===== config.mk =====
export PLATFORM = sky130hd
export DESIGN_NAME = sfo_flash_timing
export DESIGN_NICKNAME = d
export VERILOG_FILES = /design/src/core/sfo_flash_timing.v
export VERILOG_INCLUDE_DIRS = /design/src /design/src/core
export SDC_FILE = /design/constraint.sdc
export NUM_CORES = 1
export LEC_CHECK = 0
export BUFFER_PORTS_ARGS = -buffer_cell sky130_fd_sc_hd__buf_2
export CORE_UTILIZATION = 45
export CTS_CLUSTER_SIZE = 12
export DETAILED_ROUTE_END_ITERATION = 12
export GPL_ROUTABILITY_DRIVEN = 0
export PLACE_DENSITY = 0.69
export RECOVER_POWER = 25
export SYNTH_ARGS = -nofsm -noshare
export SYNTH_HDL_FRONTEND = slang
export SYNTH_SLANG_ARGS = --single-unit

===== constraint.sdc =====
create_clock -name ref_clk -period 2.7 [get_ports ref_clk]
set_input_delay 0 -clock ref_clk [delete_from_list [all_inputs] [get_ports ref_clk]]
set_output_delay 0 -clock ref_clk [all_outputs]
set_load 0.02 [all_outputs]

===== src/core/sfo_map.vh =====
`ifndef SFO_MAP_VH
`define SFO_MAP_VH

// ************************************************************
// Clock
// ************************************************************
`define SFO_CLK_NS        5

// ************************************************************
// Operation times, in their own units
// ************************************************************
`define SFO_T_WP_US       1
`define SFO_T_LOCK_US     200
`define SFO_T_EUDPD_US    3
`define SFO_T_CSLU_NS     20
`define SFO_T_XUDPD_US    100
`define SFO_T_EDPD_US     2
`define SFO_T_RDPD_US     35
`define SFO_T_XFR_US      180
`define SFO_T_EP_MS       35
`define SFO_T_OTPP_US     500

// ************************************************************
// Cycle counts: longest times round down, least times round up
// ************************************************************
`define SFO_WP_CYC     ((`SFO_T_WP_US * 1000) / `SFO_CLK_NS)
`define SFO_LOCK_CYC   ((`SFO_T_LOCK_US * 1000) / `SFO_CLK_NS)
`define SFO_EUDPD_CYC  ((`SFO_T_EUDPD_US * 1000) / `SFO_CLK_NS)
`define SFO_CSLU_CYC   ((`SFO_T_CSLU_NS + `SFO_CLK_NS - 1) / `SFO_CLK_NS)
`define SFO_XUDPD_CYC  ((`SFO_T_XUDPD_US * 1000) / `SFO_CLK_NS)
`define SFO_EDPD_CYC   ((`SFO_T_EDPD_US * 1000) / `SFO_CLK_NS)
`define SFO_RDPD_CYC   ((`SFO_T_RDPD_US * 1000) / `SFO_CLK_NS)
`define SFO_XFR_CYC    ((`SFO_T_XFR_US * 1000) / `SFO_CLK_NS)
`define SFO_EP_CYC     ((`SFO_T_EP_MS * 1000000) / `SFO_CLK_NS)
`define SFO_OTPP_CYC   ((`SFO_T_OTPP_US * 1000) / `SFO_CLK_NS)

// ************************************************************
// Opcodes
// ************************************************************
`define SFO_OP_RD_FAST    8'h0b
`define SFO_OP_RD_SLOW    8'h03
`define SFO_OP_RD_LOWPWR  8'h01
`define SFO_OP_RD_TURBO   8'h1b
`define SFO_OP_LOCK       8'h7f
`define SFO_OP_UDPD       8'h79
`define SFO_OP_DPD        8'hb9
`define SFO_OP_RESUME     8'hab
`define SFO_OP_XFR        8'h53
`define SFO_OP_COMP       8'h60
`define SFO_OP_EP         8'h83
`define SFO_OP_OTPP       8'h9b

// ************************************************************
// Sizes
// ************************************************************
`define SFO_FIFO_DEPTH    8
`define SFO_FIFO_AW       3
`define SFO_TMR_W         24

`endif


===== src/core/sfo_flash_timing.v =====
// How it works
// RL1: Capture input bits on rising clock, shift output bits on falling clock.
// RL2: Host samples each output bit on the following falling clock edge.
// RL3: Host launches each bit on rising edge; device captures next rising edge.
// RL4: Host keeps clock at most 50/85 MHz for read opcode 0x0B.
// RL5: Host keeps clock at most 40/50 MHz for read opcode 0x03.
// RL6: Host keeps clock at most 15 MHz for low-power read 01h.
// RL7: Host may run clock up to 66/104 MHz for read 0x1B.
// RL8: Protection follows write-protect pin within 1 us either way.
// RL9: Lockdown freeze completes within 200 us of select going high.
// RL10: Ultra-deep power-down entered within 3 us of select going high.
// RL11: Select low 20 ns wakes ultra-deep power-down; ready within 100 us.
// RL12: Deep power-down within 2 us; resume within 35 us of command.
// RL13: Page to buffer transfer or compare completes within 180 us.
// RL14: Page erase and program completes within 35 ms.
// RL15: Security register programming completes within 500 us.
// RL16: Host waits for busy to clear before dependent commands.
`timescale 1ns/1ps
`include "sfo_map.vh"

// ************************************************************
// Receive FIFO
// ************************************************************
module sfo_fifo #(
  parameter WIDTH = 8,
  parameter DEPTH = `SFO_FIFO_DEPTH,
  parameter AW    = `SFO_FIFO_AW
) (
  input  wire             clk,
  input  wire             rst,
  input  wire             inValid,
  output reg              inReady,
  input  wire [WIDTH-1:0] inData,
  output reg              outValid,
  input  wire             outReady,
  output wire [WIDTH-1:0] outData
);
  reg [WIDTH-1:0] mem [0:DEPTH-1];
  reg [AW-1:0]    wrPtr;
  reg [AW-1:0]    rdPtr;
  reg [AW:0]      count;
  wire            doPush = inValid & inReady;
  wire            doPop  = outValid & outReady;
  reg [AW:0]      next_count;

  assign outData = mem[rdPtr];

  // Occupancy after this cycle's push and pop
  always @*
  begin
    next_count = count;
    if (doPush & ~doPop)
      next_count = count + 1'b1;
    else if (doPop & ~doPush)
      next_count = count - 1'b1;
  end

  // Flags are registered from the next count so they are never stale
  always @(posedge clk)
  begin
    if (rst)
    begin
      wrPtr    <= {AW{1'b0}};
      rdPtr    <= {AW{1'b0}};
      count    <= {(AW+1){1'b0}};
      inReady  <= 1'b1;
      outValid <= 1'b0;
    end
    else
    begin
      if (doPush)
      begin
        mem[wrPtr] <= inData;
        wrPtr      <= wrPtr + 1'b1;
      end
      if (doPop)
        rdPtr <= rdPtr + 1'b1;
      count    <= next_count;
      inReady  <= (next_count != DEPTH[AW:0]);
      outValid <= (next_count != {(AW+1){1'b0}});
    end
  end
endmodule // sfo_fifo

// ************************************************************
// Flash operation sequencer
// ************************************************************
module sfo_flash_timing #(
  parameter [`SFO_TMR_W-1:0] LOCK_CYC  = `SFO_LOCK_CYC,
  parameter [`SFO_TMR_W-1:0] XUDPD_CYC = `SFO_XUDPD_CYC,
  parameter [`SFO_TMR_W-1:0] RDPD_CYC  = `SFO_RDPD_CYC,
  parameter [`SFO_TMR_W-1:0] XFR_CYC   = `SFO_XFR_CYC,
  parameter [`SFO_TMR_W-1:0] EP_CYC    = `SFO_EP_CYC,
  parameter [`SFO_TMR_W-1:0] OTPP_CYC  = `SFO_OTPP_CYC
) (
  input  wire       ref_clk,
  input  wire       rst,
  input  wire       sck,
  input  wire       csN,
  input  wire       mosi,
  input  wire       wpN,
  output reg        miso,
  output reg        misoOeN,
  output reg        rdReq,
  input  wire [7:0] rdData,
  output wire       rxValid,
  input  wire       rxReady,
  output wire [7:0] rxData,
  output reg        rxOverrun,
  output reg        busy,
  output reg        deepPd,
  output reg        ultraDeepPd,
  output reg        protectOn,
  output reg        lockFrozen,
  output reg        opDone
);
  localparam [4:0] ST_IDLE = 5'h01;
  localparam [4:0] ST_BUSY = 5'h02;
  localparam [4:0] ST_DPD  = 5'h04;
  localparam [4:0] ST_UDPD = 5'h08;
  localparam [4:0] ST_WAKE = 5'h10;
  localparam [`SFO_TMR_W-1:0] WP_CYC    = `SFO_WP_CYC - 3;
  localparam [`SFO_TMR_W-1:0] EUDPD_CYC = `SFO_EUDPD_CYC;
  localparam [`SFO_TMR_W-1:0] EDPD_CYC  = `SFO_EDPD_CYC;
  localparam [`SFO_TMR_W-1:0] CSLU_CYC  = `SFO_CSLU_CYC;

  reg [2:0]            sckS;
  reg [2:0]            csS;
  reg [1:0]            mosiS;
  reg [1:0]            wpS;
  reg [4:0]            state;
  reg [7:0]            shIn;
  reg [7:0]            shOut;
  reg [2:0]            bitCnt;
  reg [2:0]            outCnt;
  reg                  haveOp;
  reg                  reading;
  reg [7:0]            opcode;
  reg [7:0]            curOp;
  reg [`SFO_TMR_W-1:0] opTimer;
  reg [`SFO_TMR_W-1:0] wpTimer;
  reg [`SFO_TMR_W-1:0] csLowCnt;
  reg                  rxPush;
  wire                 rxInReady;
  wire                 sel    = ~csS[1];
  wire                 sckUp  = sckS[1] & ~sckS[2] & sel;
  wire                 sckDn  = ~sckS[1] & sckS[2] & sel;
  wire                 csRise = csS[1] & ~csS[2];
  wire [7:0]           inByte = {shIn[6:0], mosiS[1]};

  // Continuous read opcodes, checked only when the opcode byte is captured
  function isRead;
    input [7:0] op;
    begin
      isRead = (op == `SFO_OP_RD_FAST) | (op == `SFO_OP_RD_SLOW) |
               (op == `SFO_OP_RD_LOWPWR) | (op == `SFO_OP_RD_TURBO); // RL4 RL5 RL6 RL7
    end
  endfunction

  // Duration of each timed operation; zero means not timed
  function [`SFO_TMR_W-1:0] opTime;
    input [7:0] op;
    begin
      case (op)
        `SFO_OP_LOCK: opTime = LOCK_CYC;   // RL9
        `SFO_OP_UDPD: opTime = EUDPD_CYC;  // RL10
        `SFO_OP_DPD:  opTime = EDPD_CYC;   // RL12
        `SFO_OP_XFR:  opTime = XFR_CYC;    // RL13
        `SFO_OP_COMP: opTime = XFR_CYC;    // RL13
        `SFO_OP_EP:   opTime = EP_CYC;     // RL14
        `SFO_OP_OTPP: opTime = OTPP_CYC;   // RL15
        default:      opTime = {`SFO_TMR_W{1'b0}};
      endcase
    end
  endfunction

  // ************************************************************
  // Pin synchronisers; edges are taken from the second stage on
  // ************************************************************
  always @(posedge ref_clk)
  begin
    if (rst)
    begin
      sckS  <= 3'h0;
      csS   <= 3'h7;
      mosiS <= 2'h0;
      wpS   <= 2'h3;
    end
    else
    begin
      sckS  <= {sckS[1:0], sck};
      csS   <= {csS[1:0], csN};
      mosiS <= {mosiS[0], mosi};
      wpS   <= {wpS[0], wpN};
    end
  end

  // ************************************************************
  // Serial shifter
  // ************************************************************
  always @(posedge ref_clk)
  begin
    if (rst | ~sel)
    begin
      shIn    <= 8'h00;
      bitCnt  <= 3'h0;
      outCnt  <= 3'h0;
      haveOp  <= 1'b0;
      reading <= 1'b0;
      rxPush  <= 1'b0;
      rdReq   <= 1'b0;
      shOut   <= 8'h00;
      miso    <= 1'b0;
      misoOeN <= 1'b1;
      if (rst)
        opcode <= 8'h00;
    end
    else
    begin
      rxPush <= 1'b0;
      rdReq  <= 1'b0;
      // Capture on the rising edge only
      if (sckUp)
      begin
        shIn   <= inByte;                      // RL1 RL3
        bitCnt <= bitCnt + 1'b1;
        if (bitCnt == 3'h7)
        begin
          if (~haveOp)
          begin
            opcode  <= inByte;
            haveOp  <= 1'b1;
            reading <= isRead(inByte) & state[0];
          end
          else if (~reading)
            rxPush <= 1'b1;
        end
      end
      // Launch on the falling edge, giving the host a full cycle
      if (sckDn & reading)
      begin
        misoOeN <= 1'b0;
        outCnt  <= outCnt + 1'b1;
        if (outCnt == 3'h0)
        begin
          miso  <= rdData[7];                  // RL1 RL2
          shOut <= {rdData[6:0], 1'b0};
          rdReq <= 1'b1;
        end
        else
        begin
          miso  <= shOut[7];                   // RL1 RL2
          shOut <= {shOut[6:0], 1'b0};
        end
      end
    end
  end

  // Overflow is sticky: a byte lost to a full FIFO cannot be recovered
  always @(posedge ref_clk)
  begin
    if (rst)
      rxOverrun <= 1'b0;
    else if (rxPush & ~rxInReady)
      rxOverrun <= 1'b1;
  end

  sfo_fifo #(
    .WIDTH (8),
    .DEPTH (`SFO_FIFO_DEPTH),
    .AW    (`SFO_FIFO_AW)
  ) rxFifo (
    .clk      (ref_clk),
    .rst      (rst),
    .inValid  (rxPush),
    .inReady  (rxInReady),
    .inData   (shIn),
    .outValid (rxValid),
    .outReady (rxReady),
    .outData  (rxData)
  );

  // ************************************************************
  // Write-protect follower with settle counter
  // ************************************************************
  always @(posedge ref_clk)
  begin
    if (rst)
    begin
      protectOn <= 1'b0;
      wpTimer   <= {`SFO_TMR_W{1'b0}};
    end
    else if (protectOn == ~wpS[1])
      wpTimer <= {`SFO_TMR_W{1'b0}};
    else if (wpTimer >= WP_CYC)
    begin
      protectOn <= ~wpS[1];                    // RL8
      wpTimer   <= {`SFO_TMR_W{1'b0}};
    end
    else
      wpTimer <= wpTimer + 1'b1;
  end

  // ************************************************************
  // Operation state machine
  // ************************************************************
  always @(posedge ref_clk)
  begin
    if (rst)
    begin
      state       <= ST_IDLE;
      curOp       <= 8'h00;
      opTimer     <= {`SFO_TMR_W{1'b0}};
      csLowCnt    <= {`SFO_TMR_W{1'b0}};
      busy        <= 1'b0;
      deepPd      <= 1'b0;
      ultraDeepPd <= 1'b0;
      lockFrozen  <= 1'b0;
      opDone      <= 1'b0;
    end
    else
    begin
      opDone <= 1'b0;
      if (opTimer != {`SFO_TMR_W{1'b0}})
        opTimer <= opTimer - 1'b1;
      case (state)
        ST_IDLE:
          // Commands take effect when select is released
          if (csRise & haveOp & (opTime(opcode) != {`SFO_TMR_W{1'b0}}))
          begin
            state   <= ST_BUSY;
            curOp   <= opcode;
            opTimer <= opTime(opcode) - 1'b1;
            busy    <= 1'b1;                   // RL16
          end
        ST_BUSY:
          if (opTimer == {`SFO_TMR_W{1'b0}})
          begin
            opDone <= 1'b1;
            busy   <= 1'b0;
            state  <= ST_IDLE;
            if (curOp == `SFO_OP_LOCK)
              lockFrozen <= 1'b1;              // RL9
            if (curOp == `SFO_OP_UDPD)
            begin
              ultraDeepPd <= 1'b1;             // RL10
              csLowCnt    <= {`SFO_TMR_W{1'b0}};
              state       <= ST_UDPD;
            end
            if (curOp == `SFO_OP_DPD)
            begin
              deepPd <= 1'b1;                  // RL12
              state  <= ST_DPD;
            end
          end
        ST_DPD:
          // Only the resume command is heard here
          if (csRise & haveOp & (opcode == `SFO_OP_RESUME))
          begin
            opTimer <= RDPD_CYC - 1'b1;        // RL12
            busy    <= 1'b1;
            state   <= ST_WAKE;
          end
        ST_UDPD:
          // Any select pulse long enough wakes the part
          if (~sel)
            csLowCnt <= {`SFO_TMR_W{1'b0}};
          else if (csLowCnt >= CSLU_CYC - 1'b1)
          begin
            opTimer <= XUDPD_CYC - 1'b1;       // RL11
            busy    <= 1'b1;
            state   <= ST_WAKE;
          end
          else
            csLowCnt <= csLowCnt + 1'b1;      // RL11
        ST_WAKE:
          if (opTimer == {`SFO_TMR_W{1'b0}})
          begin
            deepPd      <= 1'b0;
            ultraDeepPd <= 1'b0;
            busy        <= 1'b0;
            opDone      <= 1'b1;
            state       <= ST_IDLE;            // RL11 RL12
          end
        default:
          state <= ST_IDLE;
      endcase
    end
  end
endmodule // sfo_flash_timing


### Yosys cells after proc, flatten, opt, wreduce, memory -nomap -nowiden

Memories as Yosys holds them, arrays and structs flattened. A register that Yosys moved wholly into a read port is not among the register bits.
Cells that the tools add are included.

* add/sub/neg operators: 10
* $lt $le $gt $ge: 2
* equal/unequal tests: 35
* muxes and demuxes: 55
* bitwise logic cells: 33
* reduce and logical (&&, ||, !) cells: 27

Operators by type and width (count)
* $mux W24: 14
* $pmux W23 S6: 1
* $pmux W24 S3: 1
* $add A24 B1 Y24 const B: 2
* $eq A8 B7 Y1 const B: 6
* $mux W8: 6
* $pmux W24 S2: 1
* $reduce_bool A24 Y1: 2
* $sub A24 B1 Y24 const B: 2
* $eq A8 B8 Y1 const B: 5
* $mux W5: 7
* $pmux W5 S5: 1
* $ge A24 B2 Y1 const B: 1
* $ge A24 B8 Y1 const B: 1
* $logic_not A24 Y1: 1
* $ne A2 B2 Y1 const B: 9
* $mux W1: 16
* $reduce_and A4 Y1: 4
* $and A1 B1 Y1: 15
* $not A1 Y1: 14
* $add A3 B1 Y3 const B: 4
* $mux W4: 3
* $reduce_and A6 Y1: 2
* $eq A8 B1 Y1 const B: 1
* 27 further kinds: 43

* bits in registers: 150
* RAM bits: 64
* input port bits: 15
* output and inout bits: 19
* logic and storage cells: 195
* memories: 1

Memories
* rxFifo.mem: words 8, width 8, rd ports 1, clocked after memory_dff 1, write ports 1, RTL line sfo_flash_timing.v:38 `reg [WIDTH-1:0] mem [0:DEPTH-1];`

### Logic depth before layout (Yosys ltp)

* depth in word-level cells: 13
* mapped depth: 11
* gate-level depth less buffers: 9

### By module

From an unflattened synthesis, not the netlist that was laid out.

* cells, all modules: 825
* area total of the unflattened synthesis: 9162.5 um2

By module, submodules not included
* sfo_flash_timing: times used 1, cells each 647, area each 5975.7 um2, seq. area each 2822.7 um2
* sfo_fifo: times used 1, cells each 178, area each 3186.8 um2, seq. area each 2222.1 um2

### Worst setup path after synthesis

Ideal clock, no wire load.

* kind: register -> register
* start point: reg opcode[1]
* end point: reg opTimer[3]
* library setup time: 141 ps
* arrival time: 2573 ps
* data required time: 2559 ps
* path slack: -14 ps
* cell stages (with the launch flop): 11
* path buffers: 2
* clock period less this slack: 2714 ps
* cells stage by stage: edfxtp_1 clkbuf_2 or3b_2 or3_1 clkbuf_1 ha_1 o31a_1 and4_1 a211o_1 a22oi_1 o221ai_1

* longest elaborated chain between the ends: 9
* elaborated cells on any way between the ends: 22
* classes of those cells: add/sub: 1; eq/ne: 8; mux: 9; bitwise: 2; reduce/logical: 2

Ends and longest elaborated chain
* start: declaration: RTL line sfo_flash_timing.v:138 `reg [7:0] opcode;`
* start signal: assignment: RTL line sfo_flash_timing.v:231 `opcode <= inByte;`
* $eq A8 B7 Y1: RTL line sfo_flash_timing.v:164 `case (op)`
* $reduce_or A2 Y1 (no source line)
* $pmux W23 S6: RTL line sfo_flash_timing.v:164
* $mux W24, on equally long branches: RTL line sfo_flash_timing.v:329, sfo_flash_timing.v:326
* $mux W24, on equally long branches: RTL line sfo_flash_timing.v:326, sfo_flash_timing.v:309
* $mux W24 / $reduce_bool A24 Y1 (equally long branches): RTL line sfo_flash_timing.v:309, sfo_flash_timing.v:329
* $sub A24 B1 Y24 / $and A1 B1 Y1 (equally long branches): RTL line sfo_flash_timing.v:333, sfo_flash_timing.v:329
* $mux W24: RTL line sfo_flash_timing.v:329 `` if (csRise & haveOp & (opTime(opcode) != {`SFO_TMR_W{1'b0}})) ``
* $pmux W24 S3 *: RTL line sfo_flash_timing.v:326 `case (state)`
* end signal: assignment: RTL line sfo_flash_timing.v:313 `` opTimer <= {`SFO_TMR_W{1'b0}}; ``
* end signal: assignment: RTL line sfo_flash_timing.v:325 `opTimer <= opTimer - 1'b1;`
* end signal: assignment: RTL line sfo_flash_timing.v:333 `opTimer <= opTime(opcode) - 1'b1;`
* end: declaration: RTL line sfo_flash_timing.v:140 `` reg [`SFO_TMR_W-1:0] opTimer; ``

Mark *: on every way between the ends. The rest lies on a longest branch, timed or not. The select of a mux whose other input is x is not followed.
A chain may end at the register's enable or synchronous reset.

### Worst setup path after layout

* start point: reg opcode[6]
* end point: reg opTimer[3]

The elaborated chain is that of the path after synthesis.

==> results by group <==
Floorplanning
  • Die Span Y: 144 um
  • Floorplan die area: 20600 um2
  • Num ports: 34
  • Core box area: 19500 um2
  • Number of cell rows: 51
  • Initial standard-cell utilization of the core: 46.2%
  • Horizontal extent of the die: 144 um

Timing
  • Pin slew with the least headroom to its limit: 982 ps
  • Count of final hold-check violations: 0
  • Setup-violating endpoint count in the final report: 0
  • Final critical delay including setup and external delays: 2540 ps
  • Fmax: 393 MHz
  • Relative slew slack: 34.3%
  • Ratio of final minimum period to clock period: 94.2%
  • Setup WS post-layout: 157 ps
  • Clock Skew: 14.0 ps
  • Count of pins over their slew limit: 0

Power
  • Share of power burned in the clock network: 34.2%
  • Int Power: 0.00649 W
  • Leakage power total: 3.96 nW
  • Switch Pwr: 0.00268 W
  • Power per Cell Area: 854 nW/um2
  • Maximum vdd ir drop: 0.535 mV
  • Combinational fraction of design power: 24.3%
  • Reg power frac: 41.5%
  • Share of total power consumed by net switching: 29.3%
  • Power after layout: 0.00917 W

Drt
  • Total length of routed wires: 18700 um
  • WL/cell: 15.7 um
  • Post-detailed-route DRC marker count: 0
  • Via count: 6447
  • Routed length on met1: 8660 um
  • Via density per instance: 5.40
  • Top routing layer in use: met4
  • Post-route ant nets: 0
  • Routed length on met3: 773 um
  • Wire length on met2: 8850 um
  • Initial DRC count: 430
  • Number of iterations in the first detailed-routing pass: 4

Clock tree
  • Root buffer selected by CTS: clkbuf_16
  • Cts bufs inserted: 24
  • Clk Latency, worst-skew pair: 500 ps
  • Num Clock Sinks: 216
  • Clock-pin slew on the worst setup and hold paths: 60 ps
  • Number of levels in the clock H-tree: 1
  • CTS Buffer Depth: 3
  • Clock tree from TritonCTS: yes

Synth
  • Sequential area share after synthesis: 56.0%
  • Post-synth design cell area: 9010 um2
  • Area share of the leading cell type in the synthesized netlist: 32.0%
  • Number of flip-flops and latches in the synthesized netlist: 216
  • Post-Syn Instances: 814
  • Syn. warnings: 0
  • Number of enable-type register cells in the synthesized netlist: 72
  • Count of unique library cells instantiated by Yosys: 71
  • Post-synth top flop: dfxtp_1
  • Share of flip-flops with an asynchronous set or reset: 0%
  • Cell accounting for the most synthesized area: dfxtp_1
  • Mean instance size in the synthesized netlist: 11.1 um2
  • Leading cell types by total area after synthesis: dfxtp_1 32%, edfxtp_1 24%, mux4_2 4.0%, nor2_1 3.9%, a21oi_1 2.2%

Place
  • Number of buffers added on ports: 33
  • Setup slack after placement: 90.9 ps
  • Inst Count DP: 1132
  • Post-detailed-placement cell area: 9760 um2
  • Post-detailed-placement half-perimeter wirelength: 12700 um

Cells and area
  • Area growth from synthesis to layout: 19.2%
  • Antenna diode count: 0
  • Final nets: 941
  • Commonest non-fill, non-tap cell in the layout: dfxtp_1
  • Final standard cell count with taps included and fillers excluded: 1193
  • Most frequent cells in the layout: 144 x dfxtp_1, 93 x nor2_1, 72 x edfxtp_1
  • Share of post-route cells with drive strength above 1: 16.5%
  • Final Instance Area: 10700 um2
  • Number of inserted filler cells in the final layout: 1693

GRT
  • Tot GR Track Use: 18.7%
  • Initial antenna violation count: 0
  • Vias in the first global route: 6150
  • Total overflow reported by the global router: 0
  • Global-route wire length before repair: 30500 um
  • Maximum number of pins on one net before global-route repair: 42

Hold path
  • Path class of the lowest-slack min-delay path: primary input to flop
  • Hold path depth: 3

Setup path
  • Endpoint kind of the worst setup timing path: flop
  • Maximum fanout along the worst path: 6
  • Count of cells along the worst register-to-register path: 6
  • Type of the worst setup path: flop to flop
  • Worst EP required: 3060 ps
  • Worst endpoint data arrival time: 2910 ps
  • CP Launch Type: flop

Run
  • Maximum Capacitance Violations: 0

Run status
  • Run status: complete, no violations
==> power by group through the flow <==
stage	combinational [W]	clock (W)	sequential, W
after floorplan	0.00164	0	0.00382
after global placement	0.00217	0	0.00387
after detailed placement	0.00218	0	0.00387
after CTS	0.00222	0.00320	0.00380
after global routing	0.00244	0.00335	0.00383
final	0.00223	0.00314	0.00380
==> state kept, by name, summed over array words and instances (netlist names), 4 cells and up, named ones only <==
signal / count
shOut: 7
opTimer: 24
state: 5
opcode: 8
csLowCnt: 24
rxFifo.mem: 64
curOp: 8
shIn: 8
wpTimer: 24
rxFifo.count: 4
==> Yosys cell counts, types with 8 or more instances <==
master	number
a211oi_1	12
a21oi_1	39
a31oi_1	11
and2_1	15
and3_1	8
buf_2	8
clkbuf_1	17
dfxtp_1	144
edfxtp_1	72
ha_1	15
inv_1	22
mux2_2	9
mux2i_1	19
mux4_2	16
nand2_1	38
nand3_1	33
nand4_1	17
nor2_1	93
nor2b_1	12
nor3_1	21
nor4_1	16
o21ai_0	12
o22ai_1	10
or3_1	11
xnor2_1	20
xor2_1	17
==> cell families (layout without fill, tap and decap cells) <==
| logic type | after synthesis | in the layout | synth area share [%] |
|---|---|---|---|
| compound gates | 135 | 135 | 10.3 |
| xor+xnor | 37 | 37 | 3.60 |
| fa+ha+maj | 15 | 15 | 2.08 |
| buf+inv | 57 | 156 | 2.58 |
| flops | 216 | 216 | 56.0 |
| mux | 44 | 44 | 7.23 |
| other cells | 1 | 16 | 0.0416 |
| simple gates | 309 | 309 | 18.2 |
==> layer usage <==
layer	track usage (%)	up-vias
li1	-	3186
met1	24.7	3089
met2	31.2	133
met3	3.07	39
met4	6.05	0
met5	0	-
==> timing repair <==
| item | 4_1_cts | 5_1_grt |
|---|---|---|
| endpoints found under the setup margin | 0 | 23 |
| hold buffers | 16 | 0 |
| gates resized for setup | 0 | 5 |
| setup buffers | 0 | 2 |
| hold endpoints to repair | 23 | 0 |
==> layout make-up <==
type	count	area [um2]	area share [%]
clock buffer	36	717	6.67
clock inverter	7	62.6	0.582
tap	265	332	3.09
timing repair buffer	90	672	6.25
multi-input combinational	556	3830	35.6
inverter	23	86.3	0.804
sequential	216	5040	47.0
==> worst paths after layout <==
check	from	end	slack, ps
setup / recovery	opcode[6]	opTimer[3]	160
hold / removal	wpN	wpS[0]	220
setup reg to reg	opcode[6]	opTimer[3]	160
hold reg to reg	wpS[0]	wpS[1]	420
==> stage by stage <==
stage | utilization, % | hold slack [ps] | TNS, ps
floorplan | - | 104 | -8.55
global placement | 50.0 | 184 | 0
detailed placement | 50.0 | 188 | 0
CTS | 54.8 | 205 | 0
global route | 55.0 | 219 | -4.76
finish | 55.0 | 217 | 0
==> worst max-delay path: stages, from the launching register on <==
cell	delay, ps
edfxtp_1	460
nand4b_1	230
or4b_2	700
and4_1	280
a211o_1	370
a22oi_2	220
o221ai_1	150
(Power assumes the default switching activity.)
